**src/core/irac_regs.vh**
```
// register offsets, field positions and timing constants for remote access control
`ifndef IRAC_REGS_VH
`define IRAC_REGS_VH
`define IRAC_OFS_CTRL        8'h05
`define IRAC_OFS_BRIDGE      8'h06
`define IRAC_OFS_TGT0        8'h07
`define IRAC_OFS_ALIAS0      8'h08
`define IRAC_CTRL_MASK       8'h1f
`define IRAC_ADDR_MASK       8'hfe
`define IRAC_CTRL_RESET      8'h00
`define IRAC_BRIDGE_RESET    8'h00
`define IRAC_BIT_WD_DIS      0
`define IRAC_BIT_WD_FAST     1
`define IRAC_BIT_LWR_DIS     2
`define IRAC_SDA_DLY_LSB     3
`define IRAC_BIT_FREEZE      0
`define IRAC_CLK_NS          20
`define IRAC_SDA_BASE_NS     240
`define IRAC_SDA_STEP_NS     40
`define IRAC_WD_SLOW_US      1000000
`define IRAC_WD_FAST_US      50
`define IRAC_RECOVER_PULSES  9
`define IRAC_SCL_HALF_NS     5000
`endif

```
**src/core/irac_delay_line.v**
```verilog
// programmable delay of the sda output relative to scl
`timescale 1ns/100ps
`default_nettype none
`include "irac_regs.vh"
module irac_delay_line #(
    parameter DEPTH = 18
) (
    input  wire       i_clock,
    input  wire       i_srst,
    input  wire [1:0] i_sel,
    input  wire       i_d,
    output wire       o_q
);
    // ========================================
    // shift line, tap picked by setting
    localparam BASE = (`IRAC_SDA_BASE_NS + `IRAC_CLK_NS - 1) / `IRAC_CLK_NS;
    localparam STEP = `IRAC_SDA_STEP_NS / `IRAC_CLK_NS;
    reg [DEPTH-1:0] line_r;
    // line idles high so the bus is released out of reset
    always @(posedge i_clock) begin
        if (i_srst)
            line_r <= {DEPTH{1'b1}};
        else
            line_r <= {line_r[DEPTH-2:0], i_d};
    end
    assign o_q = line_r[BASE - 1 + STEP * i_sel];
endmodule // irac_delay_line
`default_nettype wire

```
**src/core/irac_ctrl.v**
```verilog
// remote access control: registers, address remap, write guard and bus watchdog
`timescale 1ns/100ps
`default_nettype none
`include "irac_regs.vh"
module irac_ctrl #(
    parameter WD_SLOW_CYCLES = `IRAC_WD_SLOW_US * 1000 / `IRAC_CLK_NS,
    parameter HALF_CYCLES    = `IRAC_SCL_HALF_NS / `IRAC_CLK_NS
) (
    input  wire       i_clock,
    input  wire       i_srst,
    input  wire       i_reg_we,
    input  wire       i_reg_remote,
    input  wire [7:0] i_reg_addr,
    input  wire [7:0] i_reg_wdata,
    output reg  [7:0] o_reg_rdata,
    output wire       o_reg_write_refused,
    input  wire       i_second_port_select,
    input  wire       i_link_lock,
    input  wire [6:0] i_link_bridge_addr,
    input  wire       i_tx_valid,
    input  wire [6:0] i_tx_addr,
    output wire       o_tx_forward,
    output wire [6:0] o_tx_addr,
    input  wire       i_scl,
    input  wire       i_sda,
    input  wire       i_sda_drive,
    output wire       o_sda_oe,
    output wire       o_sda_out,
    output reg        o_scl_oe,
    output wire       o_scl_out,
    output reg        o_bus_free,
    output wire       o_recovering
);
    // ========================================
    // timing
    localparam [31:0] WD_FAST_CYCLES = `IRAC_WD_FAST_US * 1000 / `IRAC_CLK_NS;
    localparam [1:0] ST_WATCH = 2'd0, ST_LOW = 2'd1, ST_HIGH = 2'd2;
    // control reset narrowed on purpose, bits 7:5 are never stored
    localparam [7:0] CTRL_RST = `IRAC_CTRL_RESET;

    // ========================================
    // address registers, one set per port; control register shared by both
    reg [4:0] ctrl_r;
    reg [7:0] bridge_r [0:1];
    reg [7:0] tgt_r    [0:1];
    reg [7:0] alias_r  [0:1];
    wire      psel = i_second_port_select;

    function [6:0] addr_field;
        input [7:0] v;
        addr_field = v[7:1];
    endfunction

    // only local writes pass once the guard is up
    wire wr_ok = i_reg_we && !(i_reg_remote && ctrl_r[`IRAC_BIT_LWR_DIS]);
    assign o_reg_write_refused = i_reg_we && !wr_ok;

    // ignoring writes keeps reserved bits at zero
    integer p;
    always @(posedge i_clock) begin
        if (i_srst) begin
            ctrl_r <= CTRL_RST[4:0];
            for (p = 0; p < 2; p = p + 1) begin
                bridge_r[p] <= `IRAC_BRIDGE_RESET;
                tgt_r[p]    <= `IRAC_BRIDGE_RESET;
                alias_r[p]  <= `IRAC_BRIDGE_RESET;
            end
        end else begin
            // link load first, so a software write in the same cycle wins
            if (i_link_lock && !bridge_r[psel][`IRAC_BIT_FREEZE])
                bridge_r[psel] <= {i_link_bridge_addr, 1'b0};
            if (wr_ok) begin
                case (i_reg_addr)
                    `IRAC_OFS_CTRL:   ctrl_r <= i_reg_wdata[4:0];
                    `IRAC_OFS_BRIDGE: bridge_r[psel] <= i_reg_wdata;
                    `IRAC_OFS_TGT0:   tgt_r[psel] <= i_reg_wdata & `IRAC_ADDR_MASK;
                    `IRAC_OFS_ALIAS0: alias_r[psel] <= i_reg_wdata & `IRAC_ADDR_MASK;
                    default: ;
                endcase
            end
        end
    end

    // read mux, unmapped reads return zero
    always @* begin
        case (i_reg_addr)
            `IRAC_OFS_CTRL:   o_reg_rdata = {3'b000, ctrl_r};
            `IRAC_OFS_BRIDGE: o_reg_rdata = bridge_r[psel];
            `IRAC_OFS_TGT0:   o_reg_rdata = tgt_r[psel];
            `IRAC_OFS_ALIAS0: o_reg_rdata = alias_r[psel];
            default:          o_reg_rdata = 8'h00;
        endcase
    end

    // ========================================
    // address remap toward the far side
    // notes on the remap path:
    //   - the compare is purely combinational, so a transaction address
    //     presented with valid is answered in the same cycle
    //   - an alias hit takes priority over a bridge address hit; software
    //     should not program the alias equal to the bridge address
    //   - a zero alias or a zero target address keeps the alias path shut,
    //     so a half-programmed pair never forwards to address zero
    //   - a zero bridge address shuts off access to the remote bridge
    //   - the port select picks which copy of the fields is compared; a
    //     transaction for the other port is not seen until it is selected
    wire [6:0] bridge_a = addr_field(bridge_r[psel]);
    wire [6:0] tgt_a    = addr_field(tgt_r[psel]);
    wire [6:0] alias_a  = addr_field(alias_r[psel]);
    wire alias_hit   = (alias_a != 7'h00) && (tgt_a != 7'h00) && (i_tx_addr == alias_a);
    wire bridge_hit  = (bridge_a != 7'h00) && (i_tx_addr == bridge_a);
    // the write guard does not appear here: bus target access is unaffected
    assign o_tx_forward = i_tx_valid && (alias_hit || bridge_hit);
    assign o_tx_addr    = alias_hit ? tgt_a : i_tx_addr;

    // ========================================
    // sda output delay
    irac_delay_line u_dly (
        .i_clock (i_clock),
        .i_srst  (i_srst),
        .i_sel   (ctrl_r[`IRAC_SDA_DLY_LSB+1:`IRAC_SDA_DLY_LSB]),
        .i_d     (~i_sda_drive),
        .o_q     (o_sda_out)
    );
    assign o_sda_oe = ~o_sda_out;

    // ========================================
    // bus watchdog
    // notes on the watchdog:
    //   - any change on either bus line restarts the idle count, so a slow
    //     but live transfer never trips it
    //   - the limit is read every cycle; flipping the speedup bit mid-count
    //     can end the current interval at once
    //   - a free bus is only reported, nothing is driven
    //   - a stuck-low sda gets nine low/high scl periods, low half first,
    //     then the block returns to watching; if sda is still low the whole
    //     sequence repeats after another interval
    //   - recovery pulses are not stopped by the disable bit once started,
    //     which keeps scl from being left parked low
    //   - counters are wide enough for the slow interval at this clock
    reg [1:0]  st_r;
    reg [31:0] idle_r;
    reg [31:0] half_r;
    reg [4:0]  edge_r;
    reg        scl_q_r;
    reg        sda_q_r;
    wire activity = (i_scl != scl_q_r) || (i_sda != sda_q_r);
    wire [31:0] limit = ctrl_r[`IRAC_BIT_WD_FAST] ? WD_FAST_CYCLES : WD_SLOW_CYCLES;
    wire timeout = (idle_r >= limit - 32'd1);
    assign o_recovering = (st_r != ST_WATCH);
    assign o_scl_out    = 1'b0;

    // idle count, then recovery pulses on scl
    always @(posedge i_clock) begin
        if (i_srst) begin
            st_r <= ST_WATCH;
            idle_r <= 32'h0;
            half_r <= 32'h0;
            edge_r <= 5'h00;
            scl_q_r <= 1'b1;
            sda_q_r <= 1'b1;
            o_scl_oe <= 1'b0;
            o_bus_free <= 1'b0;
        end else begin
            scl_q_r <= i_scl;
            sda_q_r <= i_sda;
            case (st_r)
                ST_WATCH: begin
                    o_scl_oe <= 1'b0;
                    if (ctrl_r[`IRAC_BIT_WD_DIS] || activity) begin
                        idle_r <= 32'h0;
                        o_bus_free <= 1'b0;
                    end else if (timeout) begin
                        idle_r <= 32'h0;
                        if (i_sda) begin
                            o_bus_free <= 1'b1;
                        end else begin
                            st_r <= ST_LOW;
                            o_scl_oe <= 1'b1;
                            half_r <= 32'h0;
                            edge_r <= 5'h00;
                        end
                    end else
                        idle_r <= idle_r + 32'd1;
                end
                ST_LOW, ST_HIGH: begin
                    if (half_r >= HALF_CYCLES - 1) begin
                        half_r <= 32'h0;
                        edge_r <= edge_r + 5'd1;
                        if (edge_r == 2 * `IRAC_RECOVER_PULSES - 1) begin
                            st_r <= ST_WATCH;
                            o_scl_oe <= 1'b0;
                        end else begin
                            st_r <= (st_r == ST_LOW) ? ST_HIGH : ST_LOW;
                            o_scl_oe <= (st_r == ST_HIGH);
                        end
                    end else
                        half_r <= half_r + 32'd1;
                end
                default: st_r <= ST_WATCH;
            endcase
        end
    end
endmodule // irac_ctrl
`default_nettype wire

```
**config.mk**
```make
export PLATFORM = sky130hd
export DESIGN_NAME = irac_ctrl
export DESIGN_NICKNAME = d
export VERILOG_FILES = /design/src/core/irac_delay_line.v /design/src/core/irac_ctrl.v
export VERILOG_INCLUDE_DIRS = /design/src /design/src/core
export SDC_FILE = /design/constraint.sdc
export NUM_CORES = 1
export LEC_CHECK = 0
export BUFFER_PORTS_ARGS = -buffer_cell sky130_fd_sc_hd__buf_2
export CORE_MARGIN = 4
export CORE_UTILIZATION = 62
export CTS_BUF_LIST = sky130_fd_sc_hd__clkbuf_8
export CTS_CLUSTER_SIZE = 28
export DETAILED_ROUTE_END_ITERATION = 7
export HOLD_SLACK_MARGIN = 0.02
export PLACE_DENSITY = 0.83
export SYNTH_ARGS = -nofsm -noshare
export SYNTH_HDL_FRONTEND = slang
export SYNTH_HIERARCHICAL = 1
export SYNTH_SLANG_ARGS = --single-unit
```
**constraint.sdc**
```tcl
create_clock -name i_clock -period 4 [get_ports i_clock]
set_clock_uncertainty 0.15 [all_clocks]
set_input_delay 0.8 -clock i_clock [delete_from_list [all_inputs] [get_ports i_clock]]
set_output_delay 0.8 -clock i_clock [all_outputs]
set_load 0.005 [all_outputs]
```
==> impl_metrics.toml, run 1 <==
[status]
outcome = "complete, no violations"

[drt]
dr.pass1.iters = 5
ant_nets = 0
drc = 0
wl_per_cell_um = 17.15
wl_mm = 16.52
vias = 5841
vias_per_cell = 6.065
drt_iter0_drc = 577

[sta]
setup_violations = 0
slew_viol_final = 0
setup_tns_ns = 0
min_period_ns = 3.722
relSlewSlack_pct = 35.20
max_clock_freq_mhz = 268.6
setup_ws_ns = 0.2777
finalCritPeriodShare_pct = 93.06
worst_slew_pin_slew_ns = 0.9721
final_hold_viol_count = 0
rsz0062_at_grt = "false"

[critical_path]
r2r-start = "ctrl_r[1]$_SDFFE_PP0P_"
startpoint = "i_second_port_select"
cp.arrival_ns = 2.77
end_kind = "output pin"
max_stage_delay_ns = 0.42
critPathRequiredTime_ns = 3.05
slowest_stage = "mux2_2"
startpoint_type = "input port"
crit_type = "in2out"
crit_chain = "clkbuf_4 > mux2_2 > xnor2_1 > nand4_1 > a211oi_1 > nand4_1 > buf_4 > mux2_2 > buf_2"
path_max_fanout = 21

[place]
dp_hpwl_mm = 12.06
gp_congestion = 0.9933
port_buffers = 61
pre_cts_slack_ns = 0.08226

[clock_tree]
htreeDepth = 4
cts_buffers = 17
clk_pin_slew_worst_paths_ns = 0.08
root_buffer = "clkbuf_8"
clock_latency_ns = 0.46
tritoncts = "yes"
clkSinkCount = 142
clock_path_buffers = 2

[global_route]
grt_first_pass_wirelength_mm = 26.68
grt-ovfl-total = 0
grt_max_degree = 52
grt_usage_pct = 25.52
grt_pass1_vias = 5653
grt_antenna_before_repair = 0

[flow_run]
cap_violations = 0

[worst_hold_path]
hold_path.class = "reg2reg"
min_from = "u_dly/line_r[0]$_SDFF_PP1_"

[cells_and_area]
nNetsFinal = 879
areaGrowthSynthToFinish_pct = 12.27
final_cell_mix = "98 x dfxtp_1, 96 x nor2_1, 60 x buf_2"
num_antenna_cells = 0
drive_above_1_share_pct = 17.25
final_common_cell = "dfxtp_1"

[floorplan]
die_w_um = 115.0
ioPinCount = 63
die_h_um = 115.0
die_area_um2 = 13230
start_util_pct = 64.36
rows = 38
core_area_um2 = 11030

[synthesis]
ys_types = 69
seq_area_frac_synth_pct = 46.25
ys_async_sr_fraction_pct = 0
synth_edf_count = 44
synth_area_um2 = 7099
synth_ff_type = "dfxtp_1"
synthesis.nets = 811
synthCells = 742
synth-seq-cells = 142
syn_avg_cell_area_um2 = 9.568
yosys_warnings = 6

[power_and_ir_drop]
powerDensity_nw_per_um2 = 377.5
p_leak_uw = 0.003185
ir_worst_vdd_mv = 0.5135
## stage by stage
step	hold WS (ns)	utilization, %	total power (uW)	area (um^2)	cells
global route	0.2711	72.26	3127	7970	963
global placement	0.2397	68.51	1853	7557	930
CTS	0.2675	72.16	3016	7960	962
floorplan	0.2332	-	1765	7099	742
detailed placement	0.2477	68.51	1866	7557	930
finish	0.2637	72.26	3009	7970	963
## synth_stat cells (12+ instances only)
| cell | instances | area share [%] |
|---|---|---|
| mux2i_1 | 25 | 3.5 |
| nand3_1 | 38 | 2.7 |
| nor4_1 | 12 | 1.1 |
| and3_1 | 14 | 1.2 |
| xnor2_1 | 14 | 1.7 |
| xor2_1 | 29 | 3.6 |
| ha_1 | 29 | 5.1 |
| or2_1 | 12 | 1.1 |
| mux2_2 | 16 | 2.5 |
| nand2_1 | 46 | 2.4 |
| nor3_1 | 18 | 1.3 |
| edfxtp_1 | 44 | 19 |
| dfxtp_1 | 98 | 28 |
| or2_2 | 13 | 1.1 |
| inv_1 | 27 | 1.4 |
| a21oi_1 | 30 | 2.1 |
| nand4_1 | 16 | 1.4 |
| nor2_1 | 96 | 5.1 |
| and2_1 | 31 | 2.7 |
## cell type report
type | instances | area [um^2]
multi-input cells | 547 | 3598
flip-flops and latches | 142 | 3283
fillers | 843 | 3060
repair buffers | 74 | 405.4
clock buffers | 18 | 247.7
well taps | 140 | 175.2
clock inverters | 14 | 155.1
inverters | 28 | 105.1
## worst paths after layout
path	end	slack, ns	cells past startpoint
worst min-delay path	u_dly/line_r[1]$_SDFF_PP1_	0.26	1
worst max-delay path	o_tx_addr[3]	0.28	9
worst max register to register	idle_r[8]$_SDFFE_PP0P_	0.48	8
worst min register to register	u_dly/line_r[1]$_SDFF_PP1_	0.26	1
## registers in the layout, summed over array words and instances, names as in the netlist
signal / flops
u_dly/line_r: 18
alias_r: 14
edge_r: 5
tgt_r: 14
idle_r: 32
sda_q_r: 1
st_r: 2
o_scl_oe: 1
bridge_r: 16
half_r: 32
o_bus_free: 1
ctrl_r: 5
scl_q_r: 1
## critical path, delay by kind of cell
kind | cells | cell delay (ns)
muxes | 2 | 0.69
buffers and inverters | 3 | 0.61
xor gates and xnor gates | 1 | 0.19
and+or+nand+nor | 2 | 0.26
AOI/OAI and AO/OA | 1 | 0.20
## report_power, final
part / switching (uW) / internal (uW) / leakage (uW)
logic: 200 / 107 / 0.00176
clock network: 588 / 582 / 0.000203
registers: 18.2 / 1510 / 0.00122
total: 806 / 2200 / 0.00318
## timing repair
item | 4_1_cts | 5_1_grt
endpoints found under the hold margin | 0 | 0
setup buffers | 0 | 1
hold buffers | 0 | 0
resized for setup | 0 | 1
endpoints found under the setup margin | 0 | 8
## kinds of logic (layout without fill, tap and decap cells)
logic type      after synthesis  after routing  synth area share [%]
simple gates                335            335                 24.50
compound gates               97             97                 9.430
flops                       142            142                 46.25
mux                          42             42                 6.221
other cells                   1              1               0.05282
fa+ha+maj                    29             29                 5.111
xor+xnor                     43             43                 5.305
buf+inv                      53            134                 3.137
## routing by layer
metal  up-vias  wire [um]  global-route usage (%)
met4         0        405                   10.49
li1       2801          -                       -
met2       227       8252                   44.25
met5         -          0                       0
met3        49        989                   6.368
met1      2764       6868                   30.22
(Power assumes the default switching activity.)
==> run 2: changes to the inputs <==
--- a/config.mk
+++ b/config.mk
@@ -6,14 +6,15 @@
 export SDC_FILE = /design/constraint.sdc
 export NUM_CORES = 1
 export LEC_CHECK = 0
+export ABC_AREA = 1
 export BUFFER_PORTS_ARGS = -buffer_cell sky130_fd_sc_hd__buf_2
-export CORE_MARGIN = 4
+export CORE_MARGIN = 5
 export CORE_UTILIZATION = 62
 export CTS_BUF_LIST = sky130_fd_sc_hd__clkbuf_8
 export CTS_CLUSTER_SIZE = 28
 export DETAILED_ROUTE_END_ITERATION = 7
 export HOLD_SLACK_MARGIN = 0.02
-export PLACE_DENSITY = 0.83
+export PLACE_DENSITY = 0.82
 export SYNTH_ARGS = -nofsm -noshare
 export SYNTH_HDL_FRONTEND = slang
 export SYNTH_HIERARCHICAL = 1
==> impl_metrics.toml, run 2 <==
[cells_and_area]
num_antenna_cells = 0
final_area_um2 = 8195
final_cell_mix = "243 x nand2_1, 161 x nor2_1, 113 x inv_1"
final_common_cell = "nand2_1"
reg_top3 = "half_r (32), idle_r (32), u_dly/line_r (18)"
nNetsFinal = 1109
areaGrowthSynthToFinish_pct = 10.18
drive_above_1_share_pct = 13.58

[clock_tree]
post-cts-setup-buffers = 0
clock_path_buffers = 2
tritoncts = "yes"
cts_buffers = 17
root_buffer = "clkbuf_8"
clkSinkCount = 142
clk_pin_slew_worst_paths_ns = 0.09
ctsHoldBuffers = 0
clock_latency_ns = 0.44
post_cts_resized = 0
htreeDepth = 4

[sta]
setup_tns_ns = 0
final_hold_viol_count = 0
finalCritPeriodShare_pct = 88.78
min_period_ns = 3.551
slew_viol_final = 0
relSlewSlack_pct = 26.82
max_clock_freq_mhz = 281.6
worst_slew_pin_slew_ns = 1.098
rsz0062_at_grt = "false"
hold_ws_ns = 0.2537
setup_violations = 0

[drt]
wl_per_cell_um = 12.88
ant_nets = 0
drt_iter0_drc = 454
dr.pass1.iters = 5
vias = 6202
wl_mm = 15.45
drc = 0
vias_per_cell = 5.168

[power_and_ir_drop]
p_leak_uw = 0.003734
ir_worst_vdd_mv = 0.1987
powerDensity_nw_per_um2 = 365.8
totalPowerFinal_uw = 2998

[synthesis]
synth_top_area_cell = "dfxtp_1"
synth_ff_type = "dfxtp_1"
seq_area_frac_synth_pct = 44.14
ys_types = 49
yosys_warnings = 6
synth-seq-cells = 142
synth_area_um2 = 7438
synth.area.top_cells = "dfxtp_1 26%, edfxtp_1 18%, nand2_1 12%, nor2_1 8.1%, inv_1 5.7%"
synth_edf_count = 44
synthCells = 979
synthTopCellsByCount = "243 x nand2_1, 161 x nor2_1, 113 x inv_1"
yosysTopAreaCellShare_pct = 26.38
ys_async_sr_fraction_pct = 0
synth_most_common_cell = "nand2_1"
syn_avg_cell_area_um2 = 7.598
synthesis.nets = 1048

[critical_path]
path_max_fanout = 15
slowest_stage = "buf_2"
max_stage_delay_ns = 0.27
startpoint_type = "input port"
crit_buf_inv = 3
critPathRequiredTime_ns = 3.05
cp.arrival_ns = 2.60
crit_type = "in2out"
end_kind = "output pin"
crit_family = "simple AND/OR/NAND/NOR gates"
crit_chain = "buf_2 > buf_4 > nand2_1 > nand2_1 > xor2_1 > a21oi_1 > nand3_1 > nor3_4 > nand2_2 > a21boi_1 > buf_2"

[global_route]
grt_busiest_layer = "met2"
grt_antenna_before_repair = 0
grt_usage_pct = 22.29
globalRouteMet1Util_pct = 28.64
use_met2_pct = 37.29
grt-ovfl-total = 0
grt_max_degree = 48
grt_pass1_vias = 5694
grt_use_met3_pct = 4.901
grt_first_pass_wirelength_mm = 26.11

[floorplan]
rows = 40
die_w_um = 119.5
ioPinCount = 63
core_area_um2 = 11860
die_h_um = 119.5
start_util_pct = 62.71
die_area_um2 = 14290

[status]
outcome = "complete, no violations"

[place]
dp_hpwl_mm = 11.36
dpl_cell_area_um2 = 7804
port_buffers = 61
gp_congestion = 0.9281

[worst_hold_path]
hold_path.class = "reg2reg"

[flow_run]
cap_violations = 0
==> run 2: cell types whose count changed after synthesis, moves of 13 or more <==
cell / delta
inv_1: +86
nor3_1: +13
mux2i_1: -24
and2_1: -28
o21ai_0: +14
nor2_1: +65
mux2_2: -16
and3_1: -13
nand2_1: +197
==> run 2: final timing paths <==
kind                                     end                       start  depth (start not counted)  slack (ns)
setup / recovery                o_tx_forward        i_second_port_select                         11        0.45
hold / removal    u_dly/line_r[7]$_SDFF_PP1_  u_dly/line_r[6]$_SDFF_PP1_                          1        0.25
setup reg to reg     idle_r[15]$_SDFFE_PP0P_      ctrl_r[1]$_SDFFE_PP0P_                         14        0.96
hold reg to reg   u_dly/line_r[7]$_SDFF_PP1_  u_dly/line_r[6]$_SDFF_PP1_                          1        0.25
==> run 2: area by class of cell <==
cell class                 instances  area, um^2
fill                             991        3666
multi-input combinational        694        3538
sequential                       142        3283
inverter                         118       447.9
timing repair buffer              67       350.3
clock buffer                      18       247.7
tap                              147       183.9
clock inverter                    14       143.9
==> run 2: cell families after synthesis <==
family / synth area share, %
and+or+nand+nor: 33.24
buffers and inverters: 8.293
DFF: 44.14
AOI/OAI and AO/OA: 6.089
adders and majority gates: 4.878
xor gates and xnor gates: 3.179
other: 0.05041
muxes: 0.1346
==> run 2: through the flow <==
stage          util [%]  instances  worst slack (ns)
2_1_floorplan         -        979             1.021
3_3_place_gp      65.79       1168            0.4832
3_5_place_dp      65.79       1168            0.4563
4_1_cts           69.09       1200            0.4524
5_1_grt           69.09       1200            0.2511
6_report          69.09       1200            0.4489
==> run 2: per-layer routing <==
layer,wire (um),vias to the layer above
li1,-,3250
met1,6990,2795
met2,7446,137
met3,774,20
met4,242,0
met5,0,-
==> run 2: worst register-to-register path, stage by stage, from the launching register on <==
cell	delay (ns)
dfxtp_1	0.33
buf_4	0.26
inv_1	0.14
ha_1	0.32
inv_1	0.04
nor2_1	0.11
nand3_1	0.09
nor2_1	0.09
nand2_1	0.06
nand2_1	0.08
nand2_1	0.09
nand3_1	0.09
inv_1	0.08
o21ai_2	0.84
nor2_1	0.12
==> run 2: power breakdown <==
group | internal [uW] | total (uW) | switching [uW]
sequential | 1520 | 1540 | 19.6
combinational | 105 | 333 | 228
clock | 530 | 1130 | 598
total | 2150 | 3000 | 846
==> run 3: changes to the inputs <==
--- a/config.mk
+++ b/config.mk
@@ -8,13 +8,13 @@
 export LEC_CHECK = 0
 export ABC_AREA = 1
 export BUFFER_PORTS_ARGS = -buffer_cell sky130_fd_sc_hd__buf_2
+export CAP_MARGIN = 20
 export CORE_MARGIN = 5
-export CORE_UTILIZATION = 62
+export CORE_UTILIZATION = 35
 export CTS_BUF_LIST = sky130_fd_sc_hd__clkbuf_8
 export CTS_CLUSTER_SIZE = 28
 export DETAILED_ROUTE_END_ITERATION = 7
 export HOLD_SLACK_MARGIN = 0.02
-export PLACE_DENSITY = 0.82
 export SYNTH_ARGS = -nofsm -noshare
 export SYNTH_HDL_FRONTEND = slang
 export SYNTH_HIERARCHICAL = 1
==> impl_metrics.toml, run 3 (synthesis results as in run 2) <==
[status]
outcome = "complete, no violations"

[drt]
wl_per_cell_um = 12.64
wl_mm = 16.80
drc = 0
drt_iter0_drc = 337
dr.pass1.iters = 7
vias = 6175
ant_nets = 0
vias_per_cell = 4.646

[floorplan]
rows = 53
ioPinCount = 63
start_util_pct = 35.50
core_area_um2 = 20960
die_h_um = 155.8
die_w_um = 155.8
die_area_um2 = 24270

[cells_and_area]
reg_top3 = "half_r (32), idle_r (32), u_dly/line_r (18)"
areaGrowthSynthToFinish_pct = 12.36
fillers = 2246
nNetsFinal = 1110
multiInputGateArea_um2 = 3538
post-route-util_pct = 39.89
ff_latch_area_um2 = 3283
drive_above_1_share_pct = 13.57
final_common_cell = "nand2_1"
num_antenna_cells = 0
final_cell_mix = "243 x nand2_1, 161 x nor2_1, 114 x inv_1"
instances_no_fill = 1329

[power_and_ir_drop]
powerDensity_nw_per_um2 = 359.0
p_sw_share_pct = 28.77
clockPowerShare_pct = 37.5
p_leak_uw = 0.003731
combPwrFrac_pct = 11.3
switchingPower_uw = 863.4
pwr-share-seq_pct = 51.2
ir_worst_vdd_mv = 0.2199
p_int_uw = 2137

[clock_tree]
htreeDepth = 4
root_buffer = "clkbuf_8"
clkSinkCount = 142
clk_pin_slew_worst_paths_ns = 0.09
clock_latency_ns = 0.45
ctsHoldBuffers = 0
cts_buffers = 17
tritoncts = "yes"
clock_path_buffers = 2
post_cts_resized = 0
post-cts-setup-buffers = 0

[sta]
max_clock_freq_mhz = 283.5
setup_tns_ns = 0
finalCritPeriodShare_pct = 88.19
slew_viol_final = 0
rsz0062_at_grt = "false"
relSlewSlack_pct = 54.36
min_period_ns = 3.528
setup_violations = 0
worst_slew_pin_slew_ns = 0.6837
final_hold_viol_count = 0

[global_route]
grt_pass1_vias = 5790
use_met2_pct = 23.38
grt-ovfl-total = 0
globalRouteMet1Util_pct = 18.58
grt_use_met3_pct = 2.829
grt_first_pass_wirelength_mm = 27.90
grt_usage_pct = 14.04
grt_busiest_layer = "met2"
grt_antenna_before_repair = 0
grt_max_degree = 48

[place]
dp_hpwl_mm = 12.49
dp_cells = 1297
gp_congestion = 0.8753
port_buffers = 61

[worst_hold_path]
hold_path.class = "reg2reg"

[flow_run]
cap_violations = 0

[critical_path]
path_max_fanout = 19
critPathRequiredTime_ns = 3.05
crit_type = "in2out"
cp.arrival_ns = 2.58
end_kind = "output pin"
startpoint_type = "input port"
## run 3: changes by cell type in the layout (fill, tap and decap cells not counted)
| cell | previous run | this run |
|---|---|---|
| inv_8 | 1 | 3 |
| inv_6 | 8 | 6 |
| clkinvlp_4 | 0 | 2 |
| clkbuf_8 | 18 | 17 |
| clkinv_4 | 4 | 3 |
| inv_1 | 113 | 114 |
| buf_4 | 6 | 7 |
| inv_4 | 1 | 0 |
## run 3: metal layers
metal  routed length (um)  up-vias
li1                     -     3257
met1                 7909     2793
met2                 7939      108
met3                  742       17
met4                  206        0
met5                    0        -
## run 3: path summary, 6_finish.rpt
path	startpoint	end	slack [ns]	cells after the start
max reg2reg	ctrl_r[1]$_SDFFE_PP0P_	idle_r[3]$_SDFFE_PP0P_	0.94	14
max	i_second_port_select	o_tx_addr[0]	0.47	11
min	u_dly/line_r[14]$_SDFF_PP1_	u_dly/line_r[15]$_SDFF_PP1_	0.26	1
min reg2reg	u_dly/line_r[14]$_SDFF_PP1_	u_dly/line_r[15]$_SDFF_PP1_	0.26	1
## run 3: power groups by stage
| stage | sequential [uW] | combinational (uW) | clock (uW) |
|---|---|---|---|
| 2_1_floorplan | 1560 | 239 | 0 |
| 3_3_place_gp | 1570 | 338 | 0 |
| 3_5_place_dp | 1570 | 340 | 0 |
| 4_1_cts | 1540 | 342 | 1160 |
| 5_1_grt | 1540 | 382 | 1230 |
| 6_report | 1540 | 339 | 1130 |
## run 3: worst max-delay path, stage by stage
cell and delay (ns):
buf_2 0.21, buf_4 0.27, nand2_1 0.08, nand2_1 0.12, xor2_1 0.16, nand3_1 0.14, nor3_4 0.25, nand2_2 0.23
nand2_1 0.14, o21ai_2 0.06, buf_2 0.13
## run 3: area by class of cell
class | count | area share, %
clock buffers | 17 | 2.799
clock inverters | 15 | 1.826
inverters | 118 | 5.359
multi-input cells | 694 | 42.34
flip-flops and latches | 142 | 39.28
well taps | 275 | 4.117
repair buffers | 68 | 4.281
## run 3: per-stage QoR
| step | setup WS, ns | hold WS (ns) | cell area, um^2 | power, uW |
|---|---|---|---|---|
| 2_1_floorplan | 1.021 | 0.2332 | 7438 | 1804 |
| 3_3_place_gp | 0.5290 | 0.2394 | 7971 | 1909 |
| 3_5_place_dp | 0.4813 | 0.2431 | 7971 | 1910 |
| 4_1_cts | 0.4816 | 0.2659 | 8358 | 3042 |
| 5_1_grt | 0.2542 | 0.2797 | 8358 | 3151 |
| 6_report | 0.4722 | 0.2642 | 8358 | 3001 |
